==> src/sleep_cfg.svh <==
`ifndef SLEEP_CFG_SVH
`define SLEEP_CFG_SVH
`define LEVEL_COUNT 4
`define LEVEL_W 2
`define DEEPEST_LEVEL 2'h3
`define FIRST_LEVEL 2'h0
`define TIME_W 24
`define MOTION_W 8
`define CHECK_TIME_NS 2900000
`define CLK_PERIOD_NS 5
`define CHECK_CYCLES (`CHECK_TIME_NS / `CLK_PERIOD_NS)
`define TIME_ZERO 24'h000000
`define TIME_ONE 24'h000001
`endif

==> src/sleep_pkg.sv <==
package sleep_pkg;
  typedef enum logic [2:0] {
    ST_TRACK = 3'h0,
    ST_INACTIVE = 3'h1,
    ST_CHECK = 3'h3,
    ST_SHUTDOWN = 3'h2
  } mode_t;
endpackage

==> src/interval_timer.sv <==
`timescale 1ns/1ps
`include "sleep_cfg.svh"
module interval_timer (
  input wire logic clk,
  input wire logic rst_n,
  input wire logic ce,
  input wire logic load,
  input wire logic [`TIME_W-1:0] load_value,
  output logic expired
);
  logic [`TIME_W-1:0] count;
  logic [`TIME_W-1:0] next_count;

  always_comb begin
    next_count = count;
    if (load) begin
      next_count = load_value;
    end else if (count != `TIME_ZERO) begin
      next_count = count - `TIME_ONE;
    end
  end

  always_ff @(posedge clk or negedge rst_n) begin
    if (!rst_n) begin
      count <= `TIME_ZERO;
    end else if (ce) begin
      count <= next_count;
    end
  end

  // Expiry is seen when the count reaches one so the terminal cycle is not wasted.
  // It does not look at load, because the parent derives load from expiry and would close a loop.
  assign expired = count == `TIME_ONE || count == `TIME_ZERO;
endmodule // interval_timer

==> src/motion_sleep_mode_sequencer.sv <==
`timescale 1ns/1ps
`include "sleep_cfg.svh"
module motion_sleep_mode_sequencer (
  input wire logic SYS_CLK,
  input wire logic RESET_N,
  input wire logic CLK_EN,
  input wire logic SLEEP_ENABLE,
  input wire logic ENTER_SLEEP,
  input wire logic SHUTDOWN_REQ,
  input wire logic MOTION_VALID,
  input wire logic [`MOTION_W-1:0] MOTION_AMOUNT,
  input wire logic [`LEVEL_COUNT*`TIME_W-1:0] INACTIVE_TIME,
  input wire logic [`LEVEL_COUNT*`MOTION_W-1:0] MOTION_THRESHOLD,
  input wire logic [`LEVEL_COUNT*`TIME_W-1:0] DWELL_TIME,
  output logic SENSOR_ON,
  output logic TIMER_WAKE,
  output logic IN_SLEEP,
  output logic [`LEVEL_W-1:0] SLEEP_LEVEL,
  output logic CPU_HALT,
  output sleep_pkg::mode_t MODE
);
  import sleep_pkg::*;

  ////////////////////////////////////////////////////////////////////////////////
  // Pin synchronisers for the level inputs from outside the clock domain.

  logic [2:0] sync_a;
  logic [2:0] sync_b;
  logic sleep_en;
  logic enter_sleep;
  logic shutdown_req;

  always_ff @(posedge SYS_CLK or negedge RESET_N) begin
    if (!RESET_N) begin
      sync_a <= 3'h0;
      sync_b <= 3'h0;
    end else if (CLK_EN) begin
      sync_a <= {SHUTDOWN_REQ, ENTER_SLEEP, SLEEP_ENABLE};
      sync_b <= sync_a;
    end
  end

  assign sleep_en = sync_b[0];
  assign enter_sleep = sync_b[1];
  assign shutdown_req = sync_b[2];

  ////////////////////////////////////////////////////////////////////////////////
  // Per-level parameter selection.

  function automatic logic [`TIME_W-1:0] pick_time(input logic [`LEVEL_COUNT*`TIME_W-1:0] vec,
                                                   input logic [`LEVEL_W-1:0] lvl);
    pick_time = vec[lvl*`TIME_W +: `TIME_W];
  endfunction

  logic [`MOTION_W-1:0] threshold_sel [`LEVEL_COUNT];
  genvar g;
  generate
    for (g = 0; g < `LEVEL_COUNT; g++) begin : g_thr
      assign threshold_sel[g] = MOTION_THRESHOLD[g*`MOTION_W +: `MOTION_W];
    end
  endgenerate

  ////////////////////////////////////////////////////////////////////////////////
  // Sequencer state.

  mode_t mode;
  mode_t next_mode;
  logic [`LEVEL_W-1:0] level;
  logic [`LEVEL_W-1:0] next_level;
  logic [`TIME_W-1:0] check_count;
  logic [`TIME_W-1:0] next_check_count;
  logic wake_pulse;
  logic next_wake_pulse;
  logic motion_seen;
  logic next_motion_seen;

  logic inact_load;
  logic inact_expired;
  logic dwell_load;
  logic dwell_expired;

  interval_timer inactive_timer (
    .clk(SYS_CLK),
    .rst_n(RESET_N),
    .ce(CLK_EN),
    .load(inact_load),
    .load_value(pick_time(INACTIVE_TIME, level)),
    .expired(inact_expired)
  );

  // The dwell timer is loaded with the next level's dwell on each step.
  // It runs on the plain enable: tracking reloads it every cycle, so it only counts down in sleep and shutdown.
  // Gating it off in tracking would also block that reload and leave it expired on entry.
  interval_timer dwell_timer (
    .clk(SYS_CLK),
    .rst_n(RESET_N),
    .ce(CLK_EN),
    .load(dwell_load),
    .load_value(pick_time(DWELL_TIME, next_level)),
    .expired(dwell_expired)
  );

  always_comb begin
    next_mode = mode;
    next_level = level;
    next_check_count = check_count;
    next_wake_pulse = 1'b0;
    next_motion_seen = motion_seen;
    inact_load = 1'b0;
    dwell_load = 1'b0;
    case (mode)
      ST_TRACK: begin
        next_level = `FIRST_LEVEL;
        dwell_load = 1'b1;
        // Without sleep enabled the block leaves tracking only on a shutdown request.
        if (sleep_en && enter_sleep) begin
          next_mode = ST_INACTIVE;
          inact_load = 1'b1;
        end
      end
      ST_INACTIVE: begin
        if (!sleep_en) begin
          // Leaving on a disable is not a timer wake, so no wake pulse is given.
          next_mode = ST_TRACK;
        end else if (inact_expired) begin
          next_mode = ST_CHECK;
          next_check_count = `TIME_W'(`CHECK_CYCLES);
          next_motion_seen = 1'b0;
          next_wake_pulse = 1'b1;
        end
      end
      ST_CHECK: begin
        if (next_check_count != `TIME_ZERO) begin
          next_check_count = check_count - `TIME_ONE;
        end
        if (MOTION_VALID && MOTION_AMOUNT >= threshold_sel[level]) begin
          next_motion_seen = 1'b1;
        end
        if (!sleep_en) begin
          next_mode = ST_TRACK;
        end else if (check_count == `TIME_ONE) begin
          if (next_motion_seen) begin
            next_mode = ST_TRACK;
          end else begin
            next_mode = ST_INACTIVE;
            inact_load = 1'b1;
            // Stepping is automatic; the deepest level is held.
            if (dwell_expired && level != `DEEPEST_LEVEL) begin
              next_level = level + `LEVEL_W'(1);
              dwell_load = 1'b1;
            end
          end
        end
      end
      ST_SHUTDOWN: begin
        next_mode = ST_SHUTDOWN;
      end
      default: begin
        next_mode = ST_TRACK;
      end
    endcase
    // Shutdown can only be left by the asynchronous reset.
    if (shutdown_req) begin
      next_mode = ST_SHUTDOWN;
      next_wake_pulse = 1'b0;
    end
  end

  always_ff @(posedge SYS_CLK or negedge RESET_N) begin
    if (!RESET_N) begin
      mode <= ST_TRACK;
      level <= `FIRST_LEVEL;
      check_count <= `TIME_ZERO;
      wake_pulse <= 1'b0;
      motion_seen <= 1'b0;
    end else if (CLK_EN) begin
      mode <= next_mode;
      level <= next_level;
      check_count <= next_check_count;
      wake_pulse <= next_wake_pulse;
      motion_seen <= next_motion_seen;
    end
  end

  ////////////////////////////////////////////////////////////////////////////////
  // Registered outputs.

  always_ff @(posedge SYS_CLK or negedge RESET_N) begin
    if (!RESET_N) begin
      SENSOR_ON <= 1'b1;
      TIMER_WAKE <= 1'b0;
      IN_SLEEP <= 1'b0;
      SLEEP_LEVEL <= `FIRST_LEVEL;
      CPU_HALT <= 1'b0;
      MODE <= ST_TRACK;
    end else if (CLK_EN) begin
      SENSOR_ON <= next_mode == ST_TRACK || next_mode == ST_CHECK;
      TIMER_WAKE <= next_wake_pulse;
      IN_SLEEP <= next_mode == ST_INACTIVE || next_mode == ST_CHECK;
      SLEEP_LEVEL <= next_level;
      CPU_HALT <= next_mode == ST_SHUTDOWN;
      MODE <= next_mode;
    end
  end
endmodule // motion_sleep_mode_sequencer

==> config.mk <==
export PLATFORM = sky130hd
export DESIGN_NAME = motion_sleep_mode_sequencer
export DESIGN_NICKNAME = d
export VERILOG_FILES = /design/src/sleep_pkg.sv /design/src/interval_timer.sv /design/src/motion_sleep_mode_sequencer.sv
export VERILOG_INCLUDE_DIRS = /design/src
export SDC_FILE = /design/constraint.sdc
export NUM_CORES = 1
export LEC_CHECK = 0
export BUFFER_PORTS_ARGS = -buffer_cell sky130_fd_sc_hd__buf_2
export CAP_MARGIN = 20
export CORE_AREA = 2 2 142 144
export CTS_CLUSTER_SIZE = 12
export DETAILED_ROUTE_END_ITERATION = 10
export DIE_AREA = 0 0 144 146
export GPL_TIMING_DRIVEN = 0
export PLACE_DENSITY = 0.55
export SETUP_SLACK_MARGIN = 0.4
export SYNTH_ARGS = -nofsm -noshare
export SYNTH_HDL_FRONTEND = slang
export SYNTH_SLANG_ARGS = --single-unit
==> constraint.sdc <==
create_clock -name SYS_CLK -period 13.9 [get_ports SYS_CLK]
set_input_delay 3.475 -clock SYS_CLK [delete_from_list [all_inputs] [get_ports SYS_CLK]]
set_output_delay 3.475 -clock SYS_CLK [all_outputs]
set_load 0.05 [all_outputs]
**Word level (Yosys, flattened, before mapping)**

Cells that the tools add are included.

- Register bits after elaboration: 88
- Input port bits: 239
- Output and inout bits: 9
- Word-level logic and storage cells: 100

- Add/sub/neg operators: 4
- Multipliers: 2
- Magnitude comparators: 2
- Eq/ne operators: 13
- Shift operators: 2
- Multiplexer cells: 43
- Bitwise logic cells: 1
- Reductions and logical operators: 21

Operators with widths:

| cell | number |
|---|---|
| variable part select 96 x 8 -> 24 bit | 2 |
| two-way mux 24 bit | 7 |
| == test 24 x 1 -> 1 bit, second input constant | 3 |
| nonzero test 24 bit | 3 |
| subtractor 24 x 1 -> 24 bit, second input constant | 3 |
| zero test 24 bit | 2 |
| one-hot mux 24 bit (2 select lines) | 1 |
| two-way mux 3 bit | 6 |
| two-way mux 1 bit | 17 |
| binary-select mux 8 bit (select 2 bit) | 1 |
| two-way mux 8 bit | 2 |
| == test 3 x 2 -> 1 bit, second input constant | 4 |
| one-hot mux 3 bit (4 select lines) | 1 |
| greater-or-equal comparator 8 bit | 1 |
| multiplier 2 x 2 -> 4 bit, second input constant | 2 |
| two-way mux 2 bit | 4 |
| inequality test 2 bit, second input constant | 4 |
| == test 3 x 1 -> 1 bit, second input constant | 2 |
| zero test 3 bit | 2 |
| one-hot mux 1 bit (2 select lines) | 3 |
| nonzero test 2 bit | 3 |
| AND reduction 5 bit | 1 |
| logical OR 1 bit | 4 |
| one-hot mux 2 bit (2 select lines) | 1 |
| 6 further kinds | 9 |

**Logic depth before layout (Yosys ltp)**

Gate-level depths: netlist of run 1.

- Depth in word-level cells: 15
- Depth in mapped cells: 17
- Mapped depth without buffers: 11

**Modules after synthesis**

From an unflattened synthesis of run 1, not the netlist that was laid out.

- Cell total of the unflattened synthesis: 774
- Area total of the unflattened synthesis: 7039.3 µm²

Modules (own cells, without submodules):

| module | times used | cells each | area each (µm²) | seq. area each (µm²) |
|---|---|---|---|---|
| motion_sleep_mode_sequencer | 1 | 364 | 3808.7 | 1002.2 |
| interval_timer | 2 | 205 | 1615.3 | 600.6 |

**Worst setup path before layout of run 1**

OpenSTA, ideal clock, no wires.

- Path type: input-to-reg
- Start point: input MOTION_THRESHOLD[31]
- End point: register dwell_timer.count[17]
- Setup time: 120 ps
- Arrival: 6520 ps
- Data required time: 13780 ps
- Path slack: 7260 ps
- Stages: 13
- Path through: mux4_2 > inv_1 > ha_1 > and3_1 > a221o_1 > a22o_1 > or4_1 > buf_2 > mux2i_4 > buf_6 > mux2_2 > o22ai_1 > nor2_1

- Word-level cells in the longest chain between the ends: 14

Ends and longest elaborated chain:

| item | RTL line | text |
|---|---|---|
| from (decl) | motion_sleep_mode_sequencer.sv:13 | `` input wire logic [`LEVEL_COUNT*`MOTION_W-1:0] MOTION_THRESHOLD, `` |
| binary-select mux 8 bit (select 2 bit) (*) | motion_sleep_mode_sequencer.sv:136 | `if (MOTION_VALID && MOTION_AMOUNT >= threshold_sel[level]) begin` |
| two-way mux 8 bit (implied by the code) (*) (2 in series) | motion_sleep_mode_sequencer.sv:136 |  |
| greater-or-equal comparator 8 bit (*) | motion_sleep_mode_sequencer.sv:136 |  |
| logical AND 1 bit (*) | motion_sleep_mode_sequencer.sv:136 |  |
| two-way mux 1 bit (*) | motion_sleep_mode_sequencer.sv:136 |  |
| two-way mux 1 bit (*) | motion_sleep_mode_sequencer.sv:111 | `case (mode)` |
| two-way mux 2 bit | motion_sleep_mode_sequencer.sv:142 | `if (next_motion_seen) begin` |
| two-way mux 2 bit | motion_sleep_mode_sequencer.sv:141 | `` end else if (check_count == `TIME_ONE) begin `` |
| two-way mux 2 bit | motion_sleep_mode_sequencer.sv:139 | `if (!sleep_en) begin` |
| one-hot mux 2 bit (2 select lines) | motion_sleep_mode_sequencer.sv:111 |  |
| multiplier 2 x 2 -> 4 bit (no source line) | -- |  |
| variable part select 96 x 8 -> 24 bit | motion_sleep_mode_sequencer.sv:52 | `` pick_time = vec[lvl*`TIME_W +: `TIME_W]; `` |
| two-way mux 24 bit | interval_timer.sv:16 | `if (load) begin` |
| to (signal assigned) | interval_timer.sv:25 | `` count <= `TIME_ZERO; `` |
| to (signal assigned) | interval_timer.sv:27 | `count <= next_count;` |
| to (decl) | interval_timer.sv:11 | `` logic [`TIME_W-1:0] count; `` |

Every way passes the cells marked *; elsewhere a longest branch is shown, timed or not. The select of a mux whose other input is x is not followed.
A chain may end at the register's enable or synchronous reset.

**Worst setup path in the final report of run 1**

- Start point: input MOTION_THRESHOLD[31]
- End point: register dwell_timer.count[4]

Same word-level chain as after synthesis.

==> results of run 1 <==
[registers in the layout (all words and copies together), names as in the netlist]
signal and cells:
TIMER_WAKE 1, sync_a 3, CPU_HALT 1, IN_SLEEP 1, sync_b 3, check_count 24
SLEEP_LEVEL 2, dwell_timer.count 24, MODE 3, inactive_timer.count 24, SENSOR_ON 1, motion_seen 1
[power by group through the flow]
| stage | logic, uW | registers, uW | clock network, uW |
|---|---|---|---|
| after floorplan | 269 | 392 | 0 |
| after detailed placement | 383 | 408 | 0 |
| final | 381 | 407 | 240 |
| after global routing | 426 | 419 | 255 |
| after CTS | 384 | 404 | 242 |
| after global placement | 377 | 408 | 0 |
[per-layer routing]
metal	part of all wire	vias to the layer above
li1	-	3300
met2	0.47	263
met4	0.013	0
met3	0.057	21
met1	0.46	3288
met5	0	-
[cells in the final DEF, fill, tap and decap left out, types with 8 or more instances in the layout]
cell	instances
nand4_1	8
mux2i_1	40
nor2_1	69
a22oi_1	12
or4_1	13
dfrtp_1	87
mux2_2	16
buf_2	248
nand2_1	61
a21oi_1	34
nor4_1	19
ha_1	15
clkbuf_16	9
nand3_1	18
inv_1	23
nor3_1	31
clkbuf_1	39
o211ai_1	11
mux4_2	33
o21ai_0	61
xnor2_1	12
or3_1	14
[tightest hold or removal path, stage by stage (launching register included)]
cell	delay, ps
dfstp_2	370
inv_1	40
o21ai_0	60
[cell families after synthesis]
kind of cell	synth area share
buffers and inverters	0.0425
and+or+nand+nor	0.206
muxes	0.201
AOI/OAI and AO/OA	0.173
adders and majority gates	0.0280
DFF	0.328
xor gates and xnor gates	0.0222
[cell usage after synthesis (3+ instances only)]
master	number
o21ai_0	61
xor2_1	5
nand2_1	61
nand4b_1	4
or3_1	14
nand2b_1	5
nand4_1	8
nor4_1	19
xnor2_1	12
o22a_1	6
clkbuf_1	38
inv_1	23
nor3b_1	5
nor3_1	31
nor4b_1	3
and3_1	4
buf_2	3
buf_1	3
nor2_1	69
and2_1	3
mux2_2	16
mux2i_1	40
or2_2	5
o21bai_1	3
o211ai_1	11
o21a_1	5
a21oi_1	34
a31oi_1	6
o21ai_1	3
mux4_2	33
ha_1	15
o31ai_1	4
nand3_1	18
or4_1	13
nor2b_1	5
a22oi_1	12
o221ai_1	6
o31a_1	3
dfrtp_1	87
a32oi_1	4
o22ai_1	7
[worst min path at each step]
stage / start / to / slack (ps) / cells past startpoint
2_1_floorplan: inactive_timer.count[15]$_DFFE_PN0P_ / inactive_timer.count[15]$_DFFE_PN0P_ / 460 / 2
3_3_place_gp: SENSOR_ON$_DFFE_PN1P_ / SENSOR_ON$_DFFE_PN1P_ / 470 / 2
3_5_place_dp: SENSOR_ON$_DFFE_PN1P_ / SENSOR_ON$_DFFE_PN1P_ / 470 / 2
4_1_cts: SENSOR_ON$_DFFE_PN1P_ / SENSOR_ON$_DFFE_PN1P_ / 480 / 2
5_1_grt: sync_a[1]$_DFFE_PN0P_ / sync_b[1]$_DFFE_PN0P_ / 520 / 1
6_report: SENSOR_ON$_DFFE_PN1P_ / SENSOR_ON$_DFFE_PN1P_ / 470 / 2
[metrics by stage]
stage,power [uW],hold WS (ps)
after floorplan,661,457
after global placement,785,469
after detailed placement,791,468
after CTS,1030,478
after global routing,1100,518
final,1030,472
[area by class of cell]
type	count	area (sq um)	area share
plain buffers	47	199	0.0231
clock buffers	11	243	0.0282
clock inverters	5	38.8	0.00451
inverters	23	86.3	0.0100
multi-input cells	577	4220	0.491
flip-flops and latches	88	2200	0.256
well taps	265	332	0.0385
repair buffers	248	1280	0.148
==> metrics.md, run 1 <==
| Metric | Value |
|---|---|
| Top_reg_cell synth | dfrtp_1 |
| Clock Skew | 13.8 ps |
| Synth Cell Area | 6710 sq um |
| Via Count | 6,872 |
| Diode count | 0 |
| Die X | 144 um |
| Setup Buffers After CTS | 0 |
| # hold bufs at CTS | 0 |
| Post-detailed-route count of antenna-violating nets | 0 |
| H-tree depth | 3 |
| Switching power | 388 uW |
| TNS Setup | 0 ps |
| Worst EP required | about 14,000 ps |
| Global Route met2 Usage | 0.352 |
| Max-cap violations | 0 |
| Initial Util | 0.347 |
| CP top delay family | compound AO/OA/AOI/OAI gates |
| Reg-to-reg critical path startpoint | SLEEP_LEVEL[0]$_DFFE_PN0P_ |
| Final setup margin | 6790 ps |
| Gr busiest metal | met2 |
| Count of pins over their slew limit | 0 |
| Part of the power in registers | 0.396 |
| CTS Buf Count | 9 |
| Slew @ Worst Pin | approximately 1100 ps |
| Met3 Use GR | 0.0270 |
| Worst vdd ir | ~0.055 mV |
| Clk_lat worst skew | 360 ps |
| DRC violations left | 0 |
| Placed cell count | 1,247 |
| Initial detailed-routing violation count | 466 |
| Number of global-route vias before repair | 6,780 |
| Sequential area share after synthesis | 0.328 |
| Yosys reg bits | 88 |
| Layout cells sized above 1 | 0.328 |
| Syn. warnings | 0 |
| Crit-path most repeated cell | a22o_1 |
| Final hold vios | 0 |
| Fin nets | 1,248 |
| Dpl hpwl | between 15,000 and 20,000 um |
| Clock buffer depth | 2 |
| Critical path depth | 12 |
| TritonRoute pass-1 iters | 5 |
| Leak | 0.00377 uW |
| Tmin final | around 7100 ps |
| Met1 track demand over resource | 0.310 |
| CTS Sinks | 88 |
| Bufs and invs on worst path | 2 |
| Worst setup startpoint | MOTION_THRESHOLD[31] |
| Crit-path cells | buf_2 -> mux4_2 -> inv_1 -> ha_1 -> and3_1 -> a221o_1 -> a22o_1 -> o31ai_1 -> nand2_1 -> nor2_1 -> a22o_1 -> a311oi_2 |
| Hold Path Class | flip-flop to flip-flop |
| TritonCTS clock tree | done |
| Yosys top cell area share | 0.324 |
| Crit path max fanout | 9 |
| Combinational share of power | 0.371 |
| GRT Total Usage | 0.218 |
| Largest net degree at the start of global routing | 50 |
| Syn Area/Cell | 9.13 sq um |
| Ys async rst share | 1.00 |
| Synth area leader | dfrtp_1 |
| Internal | 641 uW |
| Final Routed Wirelength | 22,700 um |
| Synthesis-to-finish area growth | 28.1% |
| Sw Ratio | 0.377 |
| Final period util | 0.512 |
| Port-buffer cells | 246 |
| Fmax | 141 MHz |
| Core area | 19,300 sq um |
| Remaining Overflow, GRT | 0 |
| Mapped Cells | around 740 |
| Pre-CTS worst setup slack | between 6000 and 7000 ps |
| Critical path destination | dwell_timer.count[4]$_DFFE_PN0P_ |
| Reg2reg path depth | 15 |
| Post-route design area | 8600 sq um |
| Die H | about 150 um |
| Outcome | finished clean |
| R2R setup slack | 7660 ps |
| Final setup fails | 0 |
| Slowest CP cell | o31ai_1 |
| Final GP Congestion | 0.856 |
| Post-synth EDFFs | 0 |
| CP Launch Type | primary input |
| Critical Path AT | between 7000 and 8000 ps |
| Crit. End Element | flip-flop |
| Synth top area cells | dfrtp_1 (32%), mux4_2 (11%), mux2i_1 (6.0%) |
| Io pins | between 200 and 250 |
| Power per Cell Area | 120 nW/um^2 |
| Via density | 5.44 |
| Crit Path Category | primary input to flip-flop |
| Unique masters post-synth | 64 |
| Syn Nets | 989 |
| DIE AREA | about 21,000 sq um |
| Clock Tree Root | clkbuf_16 |
| RSZ-0062 raised after global routing | false |
| Final core occ | 0.445 |
| Routed WL per cell | 18.0 um |
| # resized after CTS | 0 |
| Slew HR | 0.272 |
| Final non-filler cell total | 1,264 |
| Initial antenna violation count | 0 |
| Worst r2r dst | dwell_timer.count[4]$_DFFE_PN0P_ |
| Worst path max stage delay | 800 ps |
| Fill count | 1,964 |
| Cell Rows | 51 |
| Post-place instance area | between 8000 and 9000 sq um |
| Clk network pwr share | 0.233 |
| Global-route wire length before repair | roughly 36,000 um |
| Reg clk slew, reported paths | 70 ps |
Note: power is estimated with default switching activity, not from simulation.
==> run 2, diff against run 1 <==
Clock period 13.9 ns to 7 ns, I/O delays scaled along.
==> run 2 against run 1 <==
Sequential cell count stayed put. Clock skew is 2.1 ps lower. Sequential share of layout area about the same. Routed wire length about the same. Critical path depth increased by 4. Clock power rose by 97%. Final cell count about the same.
==> metrics.md, run 2 (synthesis results as in run 1) <==
| Metric | Value |
|---|---|
| CP top delay family | buffers and inverters |
| Io pins | 248 |
| Critical Path AT | 6280 ps |
| Global-route wire length before repair | between 30,000 and 40,000 um |
| GRT Total Usage | 0.218 |
| Reg-to-reg critical path startpoint | SLEEP_LEVEL[0]$_DFFE_PN0P_ |
| Worst path max stage delay | 690 ps |
| Die H | 146 um |
| Crit-path most repeated cell | buf_6 |
| Clock Skew | 11.7 ps |
| Diode count | 0 |
| DRC violations left | 0 |
| Routed WL per cell | 18.0 um |
| Total power | 2040 uW |
| Biggest regs | check_count (24), dwell_timer.count (24), inactive_timer.count (24) |
| Port-buffer cells | 246 |
| Worst r2r dst | dwell_timer.count[5]$_DFFE_PN0P_ |
| Part of the power in registers | 0.398 |
| Worst vdd ir | between 0.1 and 0.15 mV |
| Via Count | 6,879 |
| Critical path depth | 16 |
| Clk_lat worst skew | 350 ps |
| Slew @ Worst Pin | approximately 1100 ps |
| Final non-filler cell total | 1,263 |
| Final Routed Wirelength | 22,700 um |
| Setup Buffers After CTS | 0 |
| TritonRoute pass-1 iters | 5 |
| Slowest CP cell | buf_1 |
| Crit Path Category | flip-flop to flip-flop |
| Die X | between 100 and 150 um |
| Final hold vios | 0 |
| Remaining Overflow, GRT | 0 |
| Internal | 1270 uW |
| H-tree depth | 3 |
| Synthesis-to-finish area growth | 28.0% |
| Placed cell count | 1,247 |
| Count of pins over their slew limit | 0 |
| Reg2reg path depth | 16 |
| Post-detailed-route count of antenna-violating nets | 0 |
| Switching power | 765 uW |
| Initial antenna violation count | 0 |
| Clk network pwr share | 0.232 |
| CTS Sinks | 88 |
| DIE AREA | 21,000 sq um |
| Cell Rows | 51 |
| Post-place instance area | 8310 sq um |
| Core area | ~19,000 sq um |
| CP Launch Type | flip-flop |
| R2R setup slack | 940 ps |
| Leak | around 0.0038 uW |
| RSZ-0062 raised after global routing | false |
| Bufs and invs on worst path | 7 |
| Crit. End Element | flip-flop |
| Combinational share of power | 0.370 |
| Dpl hpwl | between 15,000 and 20,000 um |
| Commonest non-fill, non-tap cell in the layout | buf_2 |
| Worst EP required | 7230 ps |
| Post-route design area | around 8600 sq um |
| CTS Buf Count | 9 |
| Slew HR | 0.264 |
| Hold WS | about 470 ps |
| Max-cap violations | 0 |
| Final period util | 0.865 |
| Final setup fails | 0 |
| Hold Path Class | flip-flop to flip-flop |
| Fin nets | 1,247 |
| Outcome | finished clean |
| Power per Cell Area | 237 nW/um^2 |
| Reg clk slew, reported paths | 70 ps |
| Initial Util | 0.347 |
| Largest net degree at the start of global routing | 50 |
| Final GP Congestion | 0.856 |
| Layout cells sized above 1 | 0.330 |
| Crit-path cells | clkbuf_1 -> clkbuf_2 -> buf_1 -> mux4_2 -> inv_1 -> ha_1 -> and3_1 -> a221o_1 -> a22o_1 -> or4_1 -> buf_2 -> mux2i_4 -> buf_6 -> buf_6 -> mux2i_1 -> o21ai_0 |
| Initial detailed-routing violation count | 497 |
| Clock Tree Root | clkbuf_16 |
| Critical path destination | dwell_timer.count[5]$_DFFE_PN0P_ |
| TNS Setup | 0 ps |
| Via density | 5.45 |
| Fmax | 165 MHz |
| Crit path max fanout | 10 |
| Clock buffer depth | 2 |
| Tmin final | 6060 ps |
| TritonCTS clock tree | done |
| Worst setup startpoint | SLEEP_LEVEL[0]$_DFFE_PN0P_ |
| Sw Ratio | 0.376 |
| Commonest non-fill, non-tap cells in the layout | buf_2 (248), dfrtp_1 (87), nor2_1 (68), nand2_1 (61), o21ai_0 (61) |
| Number of global-route vias before repair | slightly below 7,000 |
## run 2: routing by layer
metal | global-route usage | up-vias | part of all wire
met4 | 0.0569 | 0 | 0.013
met3 | 0.0270 | 21 | 0.058
met2 | 0.352 | 271 | 0.47
li1 | - | 3300 | -
met5 | 0 | - | 0
met1 | 0.310 | 3287 | 0.46
## run 2: what timing repair did
action                                  in CTS  in global routing
gates cloned                                 0                  0
gates resized for setup                      1                  1
endpoints found under the setup margin       1                  3
hold buffers                                 0                  0
## run 2: power by group through the flow
stage | clock [uW] | sequential [uW] | combinational, uW
after floorplan | 0 | 778 | 533
after global placement | 0 | 811 | 748
after detailed placement | 0 | 809 | 761
after CTS | 481 | 803 | 763
after global routing | 506 | 833 | 844
final | 472 | 810 | 754
## run 2: tightest hold or removal path, cell delays in order, from the launching register on
cell and delay (ps):
dfstp_2 370, inv_1 40, o21ai_0 60
## run 2: cell type report
type / count / area (sq um)
Buffer: 47 / 200
Clock buffer: 11 / 243
Clock inverter: 5 / 38.8
Fill cell: 1963 / 10700
Inverter: 23 / 86.3
Multi-Input combinational cell: 577 / 4230
Sequential cell: 88 / 2200
Tap cell: 265 / 332
Timing Repair Buffer: 247 / 1260
## run 2: through the flow
step,util,setup WS [ps]
2_1_floorplan,-,1530
3_3_place_gp,0.428,379
3_5_place_dp,0.430,389
4_1_cts,0.444,700
5_1_grt,0.444,512
6_report,0.444,942
## run 2: worst min path at each step
stage,startpoint,to,cells past startpoint
floorplan,inactive_timer.count[15]$_DFFE_PN0P_,inactive_timer.count[15]$_DFFE_PN0P_,2
global placement,SENSOR_ON$_DFFE_PN1P_,SENSOR_ON$_DFFE_PN1P_,2
detailed placement,SENSOR_ON$_DFFE_PN1P_,SENSOR_ON$_DFFE_PN1P_,2
CTS,SENSOR_ON$_DFFE_PN1P_,SENSOR_ON$_DFFE_PN1P_,2
global route,sync_a[1]$_DFFE_PN0P_,sync_b[1]$_DFFE_PN0P_,1
finish,SENSOR_ON$_DFFE_PN1P_,SENSOR_ON$_DFFE_PN1P_,2
